`src/rtl/psw_pkg.sv`:
```
// shared constants, timing tables and host register map for the watchdog pair
package psw_pkg;
  // clock and timebase
  localparam int CLK_PERIOD_NS = 10;
  localparam int TICK_NS = 1000;
  localparam int TICK_CYCLES = TICK_NS / CLK_PERIOD_NS;
  localparam int STROBE_MIN_NS = 100;
  localparam int STROBE_MIN_CYCLES = (STROBE_MIN_NS + CLK_PERIOD_NS - 1) / CLK_PERIOD_NS;
  localparam int US_PER_MS = 1000;
  localparam int US_PER_S = 1000000;
  localparam int TICKS_PER_US = 1000 / TICK_NS > 0 ? 1000 / TICK_NS : 1;
  // settle interval and fault pulse widths, in timebase ticks
  localparam int SETTLE_US = 300;
  localparam int SETTLE_TICKS = SETTLE_US * TICKS_PER_US;
  localparam int PULSE_OD_MS = 100;
  localparam int PULSE_OD_TICKS = PULSE_OD_MS * US_PER_MS * TICKS_PER_US;
  localparam int PULSE_PP_MS = 1;
  localparam int PULSE_PP_TICKS = PULSE_PP_MS * US_PER_MS * TICKS_PER_US;
  // timer width covers the longest period, 60 s in microseconds
  localparam int CNT_W = 26;
  typedef logic [CNT_W-1:0] psw_cnt_t;
  localparam psw_cnt_t T_30US = 26'd30;
  localparam psw_cnt_t T_200US = 26'd200;
  localparam psw_cnt_t T_1MS = psw_cnt_t'(1 * US_PER_MS);
  localparam psw_cnt_t T_3MS = psw_cnt_t'(3 * US_PER_MS);
  localparam psw_cnt_t T_10MS = psw_cnt_t'(10 * US_PER_MS);
  localparam psw_cnt_t T_30MS = psw_cnt_t'(30 * US_PER_MS);
  localparam psw_cnt_t T_100MS = psw_cnt_t'(100 * US_PER_MS);
  localparam psw_cnt_t T_300MS = psw_cnt_t'(300 * US_PER_MS);
  localparam psw_cnt_t T_1S = psw_cnt_t'(1 * US_PER_S);
  localparam psw_cnt_t T_3S = psw_cnt_t'(3 * US_PER_S);
  localparam psw_cnt_t T_10S = psw_cnt_t'(10 * US_PER_S);
  localparam psw_cnt_t T_60S = psw_cnt_t'(60 * US_PER_S);
  // select codes and variants
  localparam logic [2:0] SEL_DISABLE = 3'h3;
  localparam logic [2:0] SEL_FIRST_A = 3'h5;
  localparam logic [2:0] SEL_FIRST_B = 3'h6;
  localparam int VAR_EQUAL = 0;
  localparam int VAR_FIXED = 1;
  localparam int VAR_FLEX = 2;
  // host register map
  localparam logic [11:0] REG_CTRL = 12'h000;
  localparam logic [11:0] REG_STATUS = 12'h004;
  localparam int CTRL_STROBE = 0;
  localparam int CTRL_SEL_LSB = 1;
  localparam int STAT_LIVE = 0;
  localparam int STAT_STICKY = 1;
  localparam int STAT_BUSY = 2;
  localparam int STAT_SEL_LSB = 4;
  localparam int HOST_HOLD_CYCLES = 2 * STROBE_MIN_CYCLES + 4;

  ////////////////////////////////////////////////////////////////////////////
  // first-edge codes exist only on the flexible variant
  function automatic logic is_first_edge(input int variant, input logic [2:0] sel);
    is_first_edge = (variant == VAR_FLEX) && (sel == SEL_FIRST_A || sel == SEL_FIRST_B);
  endfunction : is_first_edge

  // timeout period in microseconds for a variant and code
  function automatic psw_cnt_t timeout_us(input int variant, input logic [2:0] sel);
    psw_cnt_t t;
    t = T_1MS;
    if (variant == VAR_FLEX) begin
      case (sel)
        3'h0: t = T_3MS;
        3'h1: t = T_3S;
        3'h2: t = T_1S;
        3'h4: t = T_30US;
        3'h5: t = T_1S;
        default: t = T_10S;
      endcase
    end else if (variant == VAR_FIXED) begin
      case (sel)
        3'h0: t = T_1MS;
        3'h1: t = T_3MS;
        3'h2: t = T_10MS;
        3'h4: t = T_100MS;
        3'h5: t = T_300MS;
        3'h6: t = T_3S;
        default: t = T_60S;
      endcase
    end else begin
      case (sel)
        3'h0: t = T_1MS;
        3'h1: t = T_10MS;
        3'h2: t = T_30MS;
        3'h4: t = T_100MS;
        3'h5: t = T_1S;
        3'h6: t = T_10S;
        default: t = T_60S;
      endcase
    end
    timeout_us = t;
  endfunction : timeout_us

  // startup delay in microseconds; first-edge codes are handled separately
  function automatic psw_cnt_t startup_us(input int variant, input logic [2:0] sel);
    psw_cnt_t t;
    t = timeout_us(variant, sel);
    if (variant == VAR_FIXED) begin
      t = T_60S;
    end else if (variant == VAR_FLEX) begin
      case (sel)
        3'h0: t = T_3MS;
        3'h1: t = T_3S;
        3'h4: t = T_200US;
        default: t = T_60S;
      endcase
    end
    startup_us = t;
  endfunction : startup_us
endpackage : psw_pkg

```
`src/rtl/psw_if.sv`:
```
// link between watchdog device and host: strobe, selects and fault pin
`timescale 1ns/1ps
interface psw_if;
  logic strobe_in;
  logic timing_sel_0;
  logic timing_sel_1;
  logic timing_sel_2;
  logic fault_pulse_n;
  logic fault_oe;
  logic fault_level;

  // an undriven open-drain fault line is pulled high
  assign fault_level = fault_oe ? fault_pulse_n : 1'b1;

  modport dev (
    input strobe_in,
    input timing_sel_0,
    input timing_sel_1,
    input timing_sel_2,
    output fault_pulse_n,
    output fault_oe
  );

  modport host (
    output strobe_in,
    output timing_sel_0,
    output timing_sel_1,
    output timing_sel_2,
    input fault_level
  );
endinterface : psw_if

```
`src/rtl/psw_device.sv`:
```
// watchdog supervisor: strobe qualification, select handling and fault pulse
//
// The implementer's own choices: register access over APB and the register offsets.
`timescale 1ns/1ps
module psw_device #(
  parameter int VARIANT = psw_pkg::VAR_EQUAL,         // timing table variant
  parameter bit PUSH_PULL = 1'b0,                     // 1 push-pull, 0 open drain
  parameter int TICK_DIV = psw_pkg::TICK_CYCLES,      // clocks per timebase tick
  parameter int SETTLE_TICKS = psw_pkg::SETTLE_TICKS, // settle interval
  parameter int PULSE_OD_TICKS = psw_pkg::PULSE_OD_TICKS, // open-drain pulse
  parameter int PULSE_PP_TICKS = psw_pkg::PULSE_PP_TICKS  // push-pull pulse
) (
  input wire logic pclk,    // 100 MHz clock
  input wire logic presetn, // async reset, acts as power-up
  psw_if.dev link,          // strobe, selects and fault pin
  output logic wd_running,  // timeout countdown armed
  output logic wd_disabled  // disable code in force
);
  import psw_pkg::*;

  typedef enum logic [2:0] {
    ST_SETTLE,
    ST_STARTUP,
    ST_WAIT_EDGE,
    ST_RUN,
    ST_FAULT,
    ST_DISABLED
  } psw_state_e;

  psw_state_e state;
  logic [15:0] tick_cnt;
  logic tick;
  logic strobe_meta;
  logic strobe_sync;
  logic [2:0] sel_meta;
  logic [2:0] sel_sync;
  logic strobe_level;
  logic [7:0] qual_cnt;
  logic strobe_evt;
  logic [2:0] applied_sel;
  psw_cnt_t cnt;
  psw_cnt_t limit;
  logic expire;
  logic sel_changed;

  ////////////////////////////////////////////////////////////////////////////
  // timebase: one-cycle tick every TICK_DIV clocks; periods are exact only to
  // one tick because a cleared timer does not realign the divider
  always_ff @(posedge pclk or negedge presetn) begin
    if (!presetn) begin
      tick_cnt <= '0;
      tick <= 1'b0;
    end else if (tick_cnt == 16'(TICK_DIV - 1)) begin
      tick_cnt <= '0;
      tick <= 1'b1;
    end else begin
      tick_cnt <= tick_cnt + 16'h0001;
      tick <= 1'b0;
    end
  end

  // two-stage synchronisers; first stage feeds only the second
  always_ff @(posedge pclk or negedge presetn) begin
    if (!presetn) begin
      strobe_meta <= 1'b0;
      strobe_sync <= 1'b0;
      sel_meta <= 3'h0;
      sel_sync <= 3'h0;
    end else begin
      strobe_meta <= link.strobe_in;
      strobe_sync <= strobe_meta;
      sel_meta <= {link.timing_sel_2, link.timing_sel_1, link.timing_sel_0};
      sel_sync <= sel_meta;
    end
  end

  ////////////////////////////////////////////////////////////////////////////
  // a new level counts only once it has held for the minimum pulse width;
  // shorter pulses never reach the timer
  always_ff @(posedge pclk or negedge presetn) begin
    if (!presetn) begin
      strobe_level <= 1'b0;
      qual_cnt <= '0;
      strobe_evt <= 1'b0;
    end else if (strobe_sync == strobe_level) begin
      qual_cnt <= '0;
      strobe_evt <= 1'b0;
    end else if (qual_cnt == 8'(STROBE_MIN_CYCLES - 1)) begin
      strobe_level <= strobe_sync;
      qual_cnt <= '0;
      strobe_evt <= 1'b1;
    end else begin
      qual_cnt <= qual_cnt + 8'h01;
      strobe_evt <= 1'b0;
    end
  end

  ////////////////////////////////////////////////////////////////////////////
  // period being timed in the current state
  always_comb begin
    limit = psw_cnt_t'(SETTLE_TICKS);
    case (state)
      ST_STARTUP: limit = startup_us(VARIANT, applied_sel);
      ST_RUN: limit = timeout_us(VARIANT, applied_sel);
      ST_FAULT: limit = PUSH_PULL ? psw_cnt_t'(PULSE_PP_TICKS)
                                  : psw_cnt_t'(PULSE_OD_TICKS);
      default: limit = psw_cnt_t'(SETTLE_TICKS);
    endcase
  end

  assign expire = tick && (cnt >= limit - psw_cnt_t'(1));
  // a change seen during the pulse waits until the pulse is over
  assign sel_changed = (sel_sync != applied_sel) && (state != ST_FAULT);

  ////////////////////////////////////////////////////////////////////////////
  // main sequencer; strobe events are looked at only in wait-edge and run
  always_ff @(posedge pclk or negedge presetn) begin
    if (!presetn) begin
      state <= ST_SETTLE;
      applied_sel <= 3'h0;
      cnt <= '0;
    end else if (sel_changed) begin
      applied_sel <= sel_sync;
      state <= ST_SETTLE;
      cnt <= '0;
    end else begin
      case (state)
        ST_SETTLE: begin
          if (expire) begin
            cnt <= '0;
            if (applied_sel == SEL_DISABLE) begin
              state <= ST_DISABLED;
            end else if (is_first_edge(VARIANT, applied_sel)) begin
              state <= ST_WAIT_EDGE;
            end else begin
              state <= ST_STARTUP;
            end
          end else if (tick) begin
            cnt <= cnt + psw_cnt_t'(1);
          end
        end
        ST_STARTUP: begin
          if (expire) begin
            state <= ST_RUN;
            cnt <= '0;
          end else if (tick) begin
            cnt <= cnt + psw_cnt_t'(1);
          end
        end
        ST_WAIT_EDGE: begin
          // no deadline here: only a qualified edge ends startup
          if (strobe_evt) begin
            state <= ST_RUN;
            cnt <= '0;
          end
        end
        ST_RUN: begin
          if (strobe_evt) begin
            cnt <= '0;
          end else if (expire) begin
            state <= ST_FAULT;
            cnt <= '0;
          end else if (tick) begin
            cnt <= cnt + psw_cnt_t'(1);
          end
        end
        ST_FAULT: begin
          if (expire) begin
            state <= ST_RUN;
            cnt <= '0;
          end else if (tick) begin
            cnt <= cnt + psw_cnt_t'(1);
          end
        end
        ST_DISABLED: begin
          cnt <= '0;
        end
        default: begin
          state <= ST_SETTLE;
          cnt <= '0;
        end
      endcase
    end
  end

  ////////////////////////////////////////////////////////////////////////////
  // fault pin and status, all registered; low only in the fault state, so
  // disable, settle and startup keep the line high
  always_ff @(posedge pclk or negedge presetn) begin
    if (!presetn) begin
      link.fault_pulse_n <= 1'b1;
      link.fault_oe <= PUSH_PULL;
      wd_running <= 1'b0;
      wd_disabled <= 1'b0;
    end else begin
      link.fault_pulse_n <= (state != ST_FAULT);
      link.fault_oe <= PUSH_PULL | (state == ST_FAULT);
      wd_running <= (state == ST_RUN) && !sel_changed;
      wd_disabled <= (state == ST_DISABLED);
    end
  end
endmodule : psw_device

```
`src/flat_wrapper.sv`:
```
// flat-port wrapper written by rule: the top's interface ports become plain ports
module psw_device_flat import psw_pkg::*;
#(
  parameter int VARIANT = psw_pkg::VAR_EQUAL,                                
  parameter bit PUSH_PULL = 1'b0,                                                 
  parameter int TICK_DIV = psw_pkg::TICK_CYCLES,                                 
  parameter int SETTLE_TICKS = psw_pkg::SETTLE_TICKS,                   
  parameter int PULSE_OD_TICKS = psw_pkg::PULSE_OD_TICKS,                    
  parameter int PULSE_PP_TICKS = psw_pkg::PULSE_PP_TICKS                    
)
  (pclk, presetn, wd_running, wd_disabled, link_strobe_in, link_timing_sel_0, link_timing_sel_1, link_timing_sel_2, link_fault_pulse_n, link_fault_oe);
  psw_if link_i ();
  input wire logic pclk;
  input wire logic presetn;
  output logic wd_running;
  output logic wd_disabled;
  input wire logic [$bits(link_i.strobe_in)-1:0] link_strobe_in;
  input wire logic [$bits(link_i.timing_sel_0)-1:0] link_timing_sel_0;
  input wire logic [$bits(link_i.timing_sel_1)-1:0] link_timing_sel_1;
  input wire logic [$bits(link_i.timing_sel_2)-1:0] link_timing_sel_2;
  output wire logic [$bits(link_i.fault_pulse_n)-1:0] link_fault_pulse_n;
  output wire logic [$bits(link_i.fault_oe)-1:0] link_fault_oe;
  assign link_i.strobe_in = link_strobe_in;
  assign link_i.timing_sel_0 = link_timing_sel_0;
  assign link_i.timing_sel_1 = link_timing_sel_1;
  assign link_i.timing_sel_2 = link_timing_sel_2;
  assign link_fault_pulse_n = link_i.fault_pulse_n;
  assign link_fault_oe = link_i.fault_oe;
  psw_device #(.VARIANT(VARIANT), .PUSH_PULL(PUSH_PULL), .TICK_DIV(TICK_DIV), .SETTLE_TICKS(SETTLE_TICKS), .PULSE_OD_TICKS(PULSE_OD_TICKS), .PULSE_PP_TICKS(PULSE_PP_TICKS)) u_core (.pclk(pclk), .presetn(presetn), .link(link_i), .wd_running(wd_running), .wd_disabled(wd_disabled));
endmodule
```
`config.mk`:
```
export PLATFORM = sky130hd
export DESIGN_NAME = psw_device_flat
export DESIGN_NICKNAME = d
export VERILOG_FILES = /design/src/rtl/psw_pkg.sv /design/src/rtl/psw_if.sv /design/src/rtl/psw_device.sv /design/src/flat_wrapper.sv
export SDC_FILE = /design/constraint.sdc
export NUM_CORES = 1
export LEC_CHECK = 0
export BUFFER_PORTS_ARGS = -buffer_cell sky130_fd_sc_hd__buf_2
export CORE_MARGIN = 3
export CORE_UTILIZATION = 60
export CTS_BUF_LIST = sky130_fd_sc_hd__clkbuf_4
export CTS_CLUSTER_SIZE = 25
export DETAILED_ROUTE_END_ITERATION = 8
export GPL_TIMING_DRIVEN = 0
export PLACE_DENSITY_LB_ADDON = 0.12
export SKIP_LAST_GASP = 1
export SYNTH_ARGS = -nofsm -noshare
export SYNTH_HDL_FRONTEND = slang
export SYNTH_SLANG_ARGS = --single-unit
```
`constraint.sdc`:
```
create_clock -name pclk -period 4.4 [get_ports pclk]
set_clock_uncertainty 0.1 [all_clocks]
set_input_delay 0.44 -clock pclk [delete_from_list [all_inputs] [get_ports pclk]]
set_output_delay 0.44 -clock pclk [all_outputs]
set_load 0.01 [all_outputs]
```
==> reports/metrics.yaml, run 1 <==
vias: 3139
start_util: 0.6344
p_total_mw: 1.415
drv_slew: 0
cts_buffer_depth: 2
insertion_delay_ns: 0.43
grt.overflow.total: 0
reg2reg_slack_ns: 0.37
hold_ws_ns: -0.001073
antenna_found_initial: 0
nets: 490
fin_cells: 536
synth_edf_count: 0
intPower_uw: 996.7
yosys.area.top_type: "dfrtp_1"
ir_drop_mv: 0.3264
htree_num_levels: 3
remaining_drc_errors: 0
p_seq_frac: 0.485
swShare: 0.2956
track_usage: 0.2303
dp_slack_ns: 0.2698
dp_hpwl_um: 5840
postRouteAntennaNets: 0
layout-drive-gt1-share: 0.1111
numCtsBuffers: 9
firstDrtPassIters: 4
period_minus_slack_ns: 4.026
postSynthAreaPerCell_um2: 9.627
p_comb_frac: 0.178
ys_top_cells_by_count: "70 x dfrtp_1, 48 x nor2_1, 43 x nand2_1"
grt_pass1_vias: 2923
clockRootBuffer: "clkbuf_4"
grt_start_max_net_pins: 72
fmax_mhz: 248.4
io_buffers: 9
cts_sinks: 71
p_leak_nw: 2.004
n_antenna_cell: 0
grt_pass1_wl_um: 13990
worstSetupPathType: "reg -> reg"
ys_ff_latch: 71
synth-warning-count: 0
ys_seq_area_frac: 0.4315
drv_cap: 0
violations: "negative hold slack"
die_x_um: 88.87
worst_pin_slew_ns: 0.8625
cp-start-kind: "flip-flop"
synth_most_common_cell: "dfrtp_1"
clkPwrFrac: 0.337
synth_flop_cell: "dfrtp_1"
setup_slack_ns: 0.3737
syn_area_mm2: 0.004120
status: "finished with violations"
syn-instance-count: 428
powerDensity_mw_per_mm2: 316.1
wl_per_cell_um: 15.20
area_growth_pct: 8.655
hold_viol_final: 2
clk_pin_slew_ns: 0.13
rsz0062_at_grt: "false"
final_min_period_over_clock_period: 0.9151
synth_cell_types: 60
crit_fanout: 10
coreArea_mm2: 0.006495
routed_wl_um: 8145
die_h_um: 88.87
worstPathArrival_ns: 4.27
gp_congestion: 0.8436
slew_headroom: 0.4250
critPathRequiredTime_ns: 4.64
cp-end-kind: "flip-flop"
ios: 10
drt_iter0_drc: 202
hold_class: "in -> async"
p_sw_uw: 418.2
placed_cells: 516
via_per_inst: 5.856
cts_tree: "yes"
async_flop_share: 1.000
setup_tns_ns: 0
rows: 29
die_area_mm2: 0.007897
final-setup-viol-count: 0
synth_top_area_share: 0.4251
synth_area_leaders: "dfrtp_1 43%, ha_1 9.1%, nor2_1 4.4%"
-- area by class of cell --
| cell class | instances | area [µm²] |
|---|---|---|
| multi-input cells | 335 | 2221 |
| flip-flops and latches | 71 | 1778 |
| fillers | 492 | 2018 |
| clock buffers | 9 | 67.56 |
| inverters | 9 | 36.28 |
| clock inverters | 7 | 95.09 |
| plain buffers | 15 | 95.09 |
| well taps | 77 | 96.34 |
| repair buffers | 13 | 87.58 |
-- metal layers --
layer | global-route usage | share of wire | vias up
met5 | 0 | 0 | -
met4 | 0.06868 | 0.013 | 0
met1 | 0.3111 | 0.46 | 1493
met3 | 0.06238 | 0.039 | 10
li1 | - | - | 1577
met2 | 0.3637 | 0.49 | 59
-- critical path: stages (launching register included) --
cell and delay [ns]:
dfrtp_1 0.46, clkbuf_1 0.31, nor2b_1 0.35, clkbuf_1 0.39, nand3_1 0.17, ha_1 0.34, a21oi_1 0.17, nand2_1 0.07
a221oi_1 0.58, nor2b_1 0.14, a311oi_2 0.30, buf_6 0.20, buf_8 0.14, a21oi_1 0.06, a31oi_1 0.16
-- power by group through the flow --
| stage | Combinational [mW] | Clock, mW | Sequential, mW |
|---|---|---|---|
| 6_report | 0.252 | 0.476 | 0.686 |
| 5_1_grt | 0.288 | 0.522 | 0.690 |
| 4_1_cts | 0.251 | 0.492 | 0.686 |
| 3_5_place_dp | 0.247 | 0 | 0.699 |
| 3_3_place_gp | 0.238 | 0 | 0.698 |
| 2_1_floorplan | 0.184 | 0 | 0.696 |
-- flip-flops by register name (all words and copies together), names as in the netlist --
register / cells
u_core.applied_sel: 3
u_core.cnt: 26
u_core.link.fault_oe: 1
u_core.link.fault_pulse_n: 1
u_core.qual_cnt: 8
u_core.sel_meta: 3
u_core.sel_sync: 3
u_core.state: 3
u_core.strobe_evt: 1
u_core.strobe_level: 1
u_core.strobe_meta: 1
u_core.strobe_sync: 1
u_core.tick: 1
u_core.tick_cnt: 16
u_core.wd_disabled: 1
u_core.wd_running: 1
-- placed cells by master, fill, tap and decap left out, types with 3 or more instances in the layout --
master	synthesis	layout
a21o_1	5	5
a21oi_1	21	21
a31oi_1	7	7
and3_1	11	11
and4_1	6	6
buf_2	4	12
buf_6	3	3
clkbuf_1	7	7
clkbuf_4	0	9
conb_1	1	3
dfrtp_1	70	70
dlygate4sd3_1	0	4
ha_1	30	30
inv_1	7	7
nand2_1	43	43
nand2b_1	6	6
nand3_1	33	33
nand4_1	13	13
nor2_1	48	47
nor2b_1	5	5
nor3_1	7	7
nor4_1	3	3
o21ai_0	12	12
or3_1	3	3
xnor2_1	16	16
xnor2_2	3	3
xor2_1	20	20
-- metrics by stage --
step | instance area (µm²) | utilization | hold WS, ns
after detailed placement | 4272 | 0.6577 | 0.2347
after floorplan | 4128 | - | 0.04441
final | 4477 | 0.6893 | -0.001073
after global placement | 4269 | 0.6573 | 0.2333
after global routing | 4477 | 0.6893 | 0.04474
after CTS | 4474 | 0.6889 | 0.01630
-- worst paths after layout --
kind | from | cells past startpoint | endpoint
setup / recovery | u_core.state[0] | 14 | u_core.cnt[8]
hold / removal | presetn | 1 | u_core.cnt[10]
setup reg to reg | u_core.state[0] | 14 | u_core.cnt[8]
hold reg to reg | u_core.sel_meta[2] | 0 | u_core.sel_sync[2]
max in group asynchronous | presetn | 1 | u_core.tick_cnt[15]
min in group pclk | u_core.sel_meta[2] | 0 | u_core.sel_sync[2]
-- kinds of logic (layout without fill, tap and decap cells) --
kind of cell	count (synthesis)	after routing	synth area share
AOI/OAI and AO/OA	70	70	0.1115
muxes	1	1	0.002733
adders and majority gates	30	30	0.09110
DFF	71	71	0.4315
other	1	3	0.0009101
xor gates and xnor gates	40	40	0.09505
buffers and inverters	24	53	0.03189
and+or+nand+nor	191	191	0.2353
-- what timing repair did --
action                                  in CTS  in global routing
resized for setup                            0                  1
buffers inserted                             0                  0
endpoints found under the setup margin       0                 10
hold endpoints to repair                     4                  0
hold buffers                                 4                  0
Power figures use the tool's default switching activity.
==> run 2: changes to the inputs <==
--- a/config.mk
+++ b/config.mk
@@ -7,7 +7,7 @@
 export LEC_CHECK = 0
 export BUFFER_PORTS_ARGS = -buffer_cell sky130_fd_sc_hd__buf_2
 export CORE_MARGIN = 3
-export CORE_UTILIZATION = 60
+export CORE_UTILIZATION = 65
 export CTS_BUF_LIST = sky130_fd_sc_hd__clkbuf_4
 export CTS_CLUSTER_SIZE = 25
 export DETAILED_ROUTE_END_ITERATION = 8
==> run 2 against run 1 <==
Effect of this change:
- the run still ends with negative hold slack left
- sequential share of layout area rose by 0.21 points
- critical path depth is 3 higher
- final cell count down 0.37%
- via count up 3.4%
- critical path type unchanged
- largest cell class unchanged
- highest routed layer unchanged
==> reports/metrics.yaml, run 2 (synthesis gave the netlist of run 1 again) <==
track_usage: 0.2449  # +0.01462
die_x_um: 85.62  # -3.7%
drt_iter0_drc: 198  # -2.0%
remaining_drc_errors: 0  # unchanged
grt_pass1_wl_um: 14140  # +1.0%
postCtsSetupBuffers: 0  # unchanged
setup_tns_ns: 0  # unchanged
layout_common_cells: "70 x dfrtp_1, 47 x nor2_1, 43 x nand2_1, 33 x nand3_1, 30 x ha_1"
reg_top3: "u_core.cnt (26), u_core.tick_cnt (16), u_core.qual_cnt (8)"
grt.overflow.total: 0  # unchanged
reg2reg_slack_ns: 0.39  # +0.02 ns
p_leak_nw: 1.992  # -0.63%
coreArea_mm2: 0.006026  # -7.2%
wl_per_cell_um: 15.40  # +1.4%
postRouteAntennaNets: 0  # unchanged
cts_buffer_depth: 2  # unchanged
rows: 28  # -3.4%
area_growth_pct: 8.078
powerDensity_mw_per_mm2: 306.1  # -3.1%
dp_slack_ns: 0.2057  # -0.06409 ns
worstPathArrival_ns: 4.26  # about the same
grt_pass1_vias: 3093  # +5.8%
grt_start_max_net_pins: 72  # unchanged
routed_wl_um: 8226  # +0.99%
placed_cells: 514  # -0.39%
numCtsBuffers: 9  # unchanged
ir_drop_mv: 0.2264  # -31%
n_antenna_cell: 0  # unchanged
cp-start-kind: "flip-flop"
hold_viol_final: 7  # +5
hold_class: "in -> async"
critPathRequiredTime_ns: 4.66  # +0.02 ns
die_h_um: 85.62  # -3.7%
gp_congestion: 0.9376  # +11%
drv_cap: 0  # unchanged
antenna_found_initial: 0  # unchanged
period_minus_slack_ns: 4.008  # -0.01874 ns
drv_slew: 0  # unchanged
status: "finished with violations"
fmax_mhz: 249.5  # +0.47%
ios: 10  # unchanged
io_buffers: 9  # unchanged
crit_fanout: 10  # unchanged
layout_commonest_cell: "dfrtp_1"
final_min_period_over_clock_period: 0.9108  # -0.004260
p_total_mw: 1.363  # -3.7%
clk_pin_slew_ns: 0.12  # about the same
cp-end-kind: "flip-flop"
htree_num_levels: 3  # unchanged
cts_sinks: 71  # unchanged
setup_slack_ns: 0.3925  # +0.01874 ns
start_util: 0.6838  # +0.04940
rsz0062_at_grt: "false"
violations: "negative hold slack"
largest_register: "u_core.cnt"
largest_reg_flops: 26  # unchanged
dp_hpwl_um: 5795  # -0.78%
slew_headroom: 0.4180  # -0.006934
vias: 3245  # +3.4%
via_per_inst: 6.077  # +3.8%
clockRootBuffer: "clkbuf_4"
die_area_mm2: 0.007330  # -7.2%
cts_tree: "yes"
final-setup-viol-count: 0  # unchanged
fin_cells: 534  # -0.37%
nets: 490  # unchanged
insertion_delay_ns: 0.44  # about the same
layout-drive-gt1-share: 0.1155  # +0.004357
firstDrtPassIters: 5  # +1
worst_pin_slew_ns: 0.8729  # +0.01040 ns
hold_ws_ns: -0.02402  # -0.02295 ns
worstSetupPathType: "reg -> reg"
run 2: final timing paths:
path / start / end / cells past startpoint
max in group asynchronous: presetn / u_core.cnt[18] / 1
hold reg to reg: u_core.sel_meta[0] / u_core.sel_sync[0] / 0
setup / recovery: u_core.state[0] / u_core.cnt[18] / 17
hold / removal: presetn / u_core.qual_cnt[2] / 1
min in group pclk: u_core.sel_meta[0] / u_core.sel_sync[0] / 0
setup reg to reg: u_core.state[0] / u_core.cnt[18] / 17
run 2: through the flow:
step | area (µm²) | hold slack [ns] | utilization
2_1_floorplan | 4128 | 0.04441 | -
3_3_place_gp | 4267 | 0.2347 | 0.7081
3_5_place_dp | 4269 | 0.2379 | 0.7085
4_1_cts | 4449 | 0.009365 | 0.7384
5_1_grt | 4453 | 0.05086 | 0.7390
6_report | 4453 | -0.02402 | 0.7390
run 2: power by group:
| group | switching (mW) | total [mW] | internal [mW] |
|---|---|---|---|
| logic | 0.160 | 0.255 | 0.0958 |
| clock network | 0.247 | 0.421 | 0.173 |
| registers | 0.0185 | 0.687 | 0.669 |
| total | 0.425 | 1.36 | 0.938 |
run 2: area by class of cell:
cell class	instances	area, µm²
Multi-Input combinational cell	335	2221
Sequential cell	71	1778
Fill cell	451	1573
Buffer	15	96.34
Tap cell	75	93.84
Timing Repair Buffer	13	87.58
Clock inverter	7	72.57
Clock buffer	9	67.56
Inverter	9	36.28
run 2: timing repair:
| item | in CTS | in global routing |
|---|---|---|
| gates resized for setup | 0 | 3 |
| hold buffers | 4 | 0 |
| hold endpoints to repair | 4 | 0 |
| endpoints found under the setup margin | 0 | 10 |
run 2: critical path, cell delays in order, from the launching register on:
cell      delay, ns
dfrtp_1        0.49
clkbuf_1       0.35
nand2_1        0.28
or3_1          0.40
ha_1           0.24
nand2_1        0.07
a21oi_1        0.07
o21ai_0        0.18
ha_1           0.27
nand2_1        0.10
nor3_1         0.05
o221ai_1       0.18
nand3_1        0.17
a311oi_2       0.38
buf_6          0.21
buf_8          0.15
a31oi_1        0.08
a31oi_1        0.14
run 2: metal layers:
| metal | part of all wire | GRT usage | up-vias |
|---|---|---|---|
| met3 | 0.048 | 0.05091 | 10 |
| met5 | 0 | 0 | - |
| met4 | 0.015 | 0.1094 | 0 |
| li1 | - | - | 1578 |
| met2 | 0.46 | 0.3623 | 103 |
| met1 | 0.48 | 0.3489 | 1554 |
==> run 3: changes to the inputs <==
--- a/config.mk
+++ b/config.mk
@@ -5,6 +5,7 @@
 export SDC_FILE = /design/constraint.sdc
 export NUM_CORES = 1
 export LEC_CHECK = 0
+export ABC_AREA = 1
 export BUFFER_PORTS_ARGS = -buffer_cell sky130_fd_sc_hd__buf_2
 export CORE_MARGIN = 3
 export CORE_UTILIZATION = 65
==> run 3 against run 2 <==
Effect of this change:
- the flow now finishes without violations
- largest power group unchanged
- non-clock buffer count decreased by 11
- register-to-register slack improved by 0.29 ns
- synthesized area increased by 5.0%
- combinational power decreased by 13%
- critical path type unchanged
- sequential share of layout area decreased by 1.4 points
==> reports/metrics.yaml, run 3 <==
async_flop_share: 1.000  # unchanged
grt.busiest_layer: "met2"
largest_register: "u_core.cnt"
postRouteAntennaNets: 0  # unchanged
period_minus_slack_ns: 3.721  # -0.2867 ns
hold_class: "in -> async"
final_min_period_over_clock_period: 0.8456  # -0.06516
critPathRequiredTime_ns: 4.60  # -0.06 ns
crit_path_cell_trace: "clkinv_1 -> nand2_1 -> inv_1 -> o21ai_0 -> ha_1 -> nand3_1 -> xnor2_1 -> ha_1 -> nand2_1 -> nor2_1 -> nand2_1 -> nand2_1 -> nand2_1 -> nand2_1 -> nand2_1 -> nand3_1 -> nand2_2 -> a21oi_4 -> buf_6 -> nor2_1"
clk_pin_slew_ns: 0.12  # about the same
ys_seq_area_frac: 0.4109  # -0.02059
dp_hpwl_um: 6522  # +13%
vias: 3630  # +12%
postSynthAreaPerCell_um2: 7.968  # -17%
ys_top_cells_by_count: "121 x nand2_1, 76 x nor2_1, 70 x dfrtp_1"
numCtsBuffers: 9  # unchanged
crit_slowest_cell: "dfrtp_1"
p_total_mw: 1.293  # -5.2%
synth_area_leaders: "dfrtp_1 40%, nand2_1 10%, ha_1 8.7%"
drv_slew: 0  # unchanged
die_area_mm2: 0.007671  # +4.7%
final-setup-viol-count: 0  # unchanged
die_h_um: 87.59  # +2.3%
wl_per_cell_um: 13.64  # -11%
worstPathArrival_ns: 3.92  # -0.34 ns
grtUsageMet3: 0.06303  # +0.01212
die_x_um: 87.59  # +2.3%
cts_sinks: 71  # unchanged
critPathTopFamily: "simple AND/OR/NAND/NOR gates"
synth_edf_count: 0  # unchanged
cts_buffer_depth: 2  # unchanged
worst_pin_slew_ns: 0.8738  # +0.0008686 ns
use_met1: 0.3031  # -0.04579
powerDensity_mw_per_mm2: 280.0  # -8.5%
largest_reg_flops: 26  # unchanged
nFillCells: 502  # +11%
reg_top3: "u_core.cnt (26), u_core.tick_cnt (16), u_core.qual_cnt (8)"
grt.overflow.total: 0  # unchanged
ios: 10  # unchanged
layout-drive-gt1-share: 0.1000  # -0.01547
critical-path-max-stage-delay_ns: 0.44  # -0.05 ns
hold_viol_final: 0  # -7
layout_common_cells: "121 x nand2_1, 76 x nor2_1, 70 x dfrtp_1, 65 x inv_1, 32 x nand3_1"
routed_wl_um: 8824  # +7.3%
crit_fanout: 10  # unchanged
synth_top_area_share: 0.4049  # -0.02029
status: "finished clean"
critPathBufInv: 3  # unchanged
ys_ff_latch: 71  # unchanged
htree_num_levels: 3  # unchanged
cp-start-kind: "flip-flop"
via_per_inst: 5.611  # -7.7%
rsz0062_at_grt: "false"
r2r_start: "u_core.applied_sel[2]"
coreArea_mm2: 0.006386  # +6.0%
grt_pass1_wl_um: 14940  # +5.7%
grt_use_met2: 0.4240  # +0.06168
synth_cell_types: 45  # -25%
cp_common_cell: "nand2_1"
cts_tree: "yes"
p_leak_nw: 2.219  # +11%
drt_iter0_drc: 224  # +13%
r2r_cells: 20  # +3
syn_area_mm2: 0.004327  # +5.0%
n_antenna_cell: 0  # unchanged
setup_tns_ns: 0  # unchanged
synth-warning-count: 0  # unchanged
drv_cap: 0  # unchanged
gp_congestion: 0.8798  # -6.2%
track_usage: 0.2494  # +0.004478
layout_commonest_cell: "nand2_1"
synth_flop_cell: "dfrtp_1"
clockRootBuffer: "clkbuf_4"
worstSetupPathType: "reg -> reg"
reg2reg_slack_ns: 0.68  # +0.29 ns
cts_resized: 0  # unchanged
firstDrtPassIters: 5  # unchanged
remaining_drc_errors: 0  # unchanged
nets: 603  # +23%
rows: 29  # +3.6%
start_util: 0.6775  # -0.006255
fmax_mhz: 268.8  # +7.7%
area_growth_pct: 6.709
slew_headroom: 0.4175  # -0.0005790
yosys.area.top_type: "dfrtp_1"
synth_most_common_cell: "nand2_1"
antenna_found_initial: 0  # unchanged
grt_start_max_net_pins: 72  # unchanged
ir_drop_mv: 0.2443  # +7.9%
crit_cells: 20  # +3
io_buffers: 9  # unchanged
r2r_end: "u_core.cnt[0]"
grt_pass1_vias: 3466  # +12%
insertion_delay_ns: 0.42  # -0.02 ns
syn-instance-count: 543  # +27%
cp-end-kind: "flip-flop"
[run 3: repair_timing]
item,4_1_cts,5_1_grt
endpoints found under the hold margin,0,2
buffers inserted,0,0
hold buffers,0,2
[run 3: power by group]
part | internal (mW) | switching, mW
clock | 0.163 | 0.224
sequential | 0.668 | 0.0143
combinational | 0.0732 | 0.150
[run 3: logic make-up after synthesis]
kind of cell / count (synthesis) / share of synthesized area
flops: 71 / 0.4109
other cells: 1 / 0.0008667
compound gates: 48 / 0.06507
buf+inv: 79 / 0.07518
fa+ha+maj: 30 / 0.08676
mux: 2 / 0.004916
simple gates: 279 / 0.2895
xor+xnor: 33 / 0.06680
[run 3: cell type report]
type / count / area (µm²) / area share
sequential: 71 / 1778 / 0.3851
timing repair buffer: 11 / 67.56 / 0.01463
clock buffer: 9 / 67.56 / 0.01463
tap: 77 / 96.34 / 0.02087
clock inverter: 5 / 51.30 / 0.01111
inverter: 73 / 279.0 / 0.06043
buffer: 6 / 46.29 / 0.01003
multi-input combinational: 395 / 2231 / 0.4832
[run 3: through the flow]
stage / cell area (µm²) / hold slack (ns) / util / std cells / worst slack [ns]
3_3_place_gp: 4476 / 0.2310 / 0.7008 / 631 / 0.8680
6_report: 4617 / 0.01184 / 0.7230 / 647 / 0.6792
5_1_grt: 4617 / 0.003260 / 0.7230 / 647 / 0.3808
3_5_place_dp: 4478 / 0.2365 / 0.7012 / 631 / 0.7795
4_1_cts: 4597 / 0.006653 / 0.7198 / 645 / 0.7449
2_1_floorplan: 4334 / 0.04441 / - / 545 / 1.353
[run 3: worst max-delay path by stage]
| stage | from | to | slack, ns |
|---|---|---|---|
| after floorplan | u_core.state[2] | u_core.state[0] | 1.35 |
| after global placement | u_core.applied_sel[2] | u_core.cnt[21] | 0.87 |
| after detailed placement | u_core.applied_sel[2] | u_core.cnt[21] | 0.78 |
| after CTS | u_core.applied_sel[2] | u_core.cnt[0] | 0.74 |
| after global routing | u_core.applied_sel[2] | u_core.state[0] | 0.38 |
| final | u_core.applied_sel[2] | u_core.cnt[0] | 0.68 |
[run 3: metal layers]
layer | part of all wire | vias to the layer above
met3 | 0.047 | 34
met5 | 0 | -
met1 | 0.45 | 1701
met2 | 0.48 | 99
li1 | - | 1796
met4 | 0.030 | 0
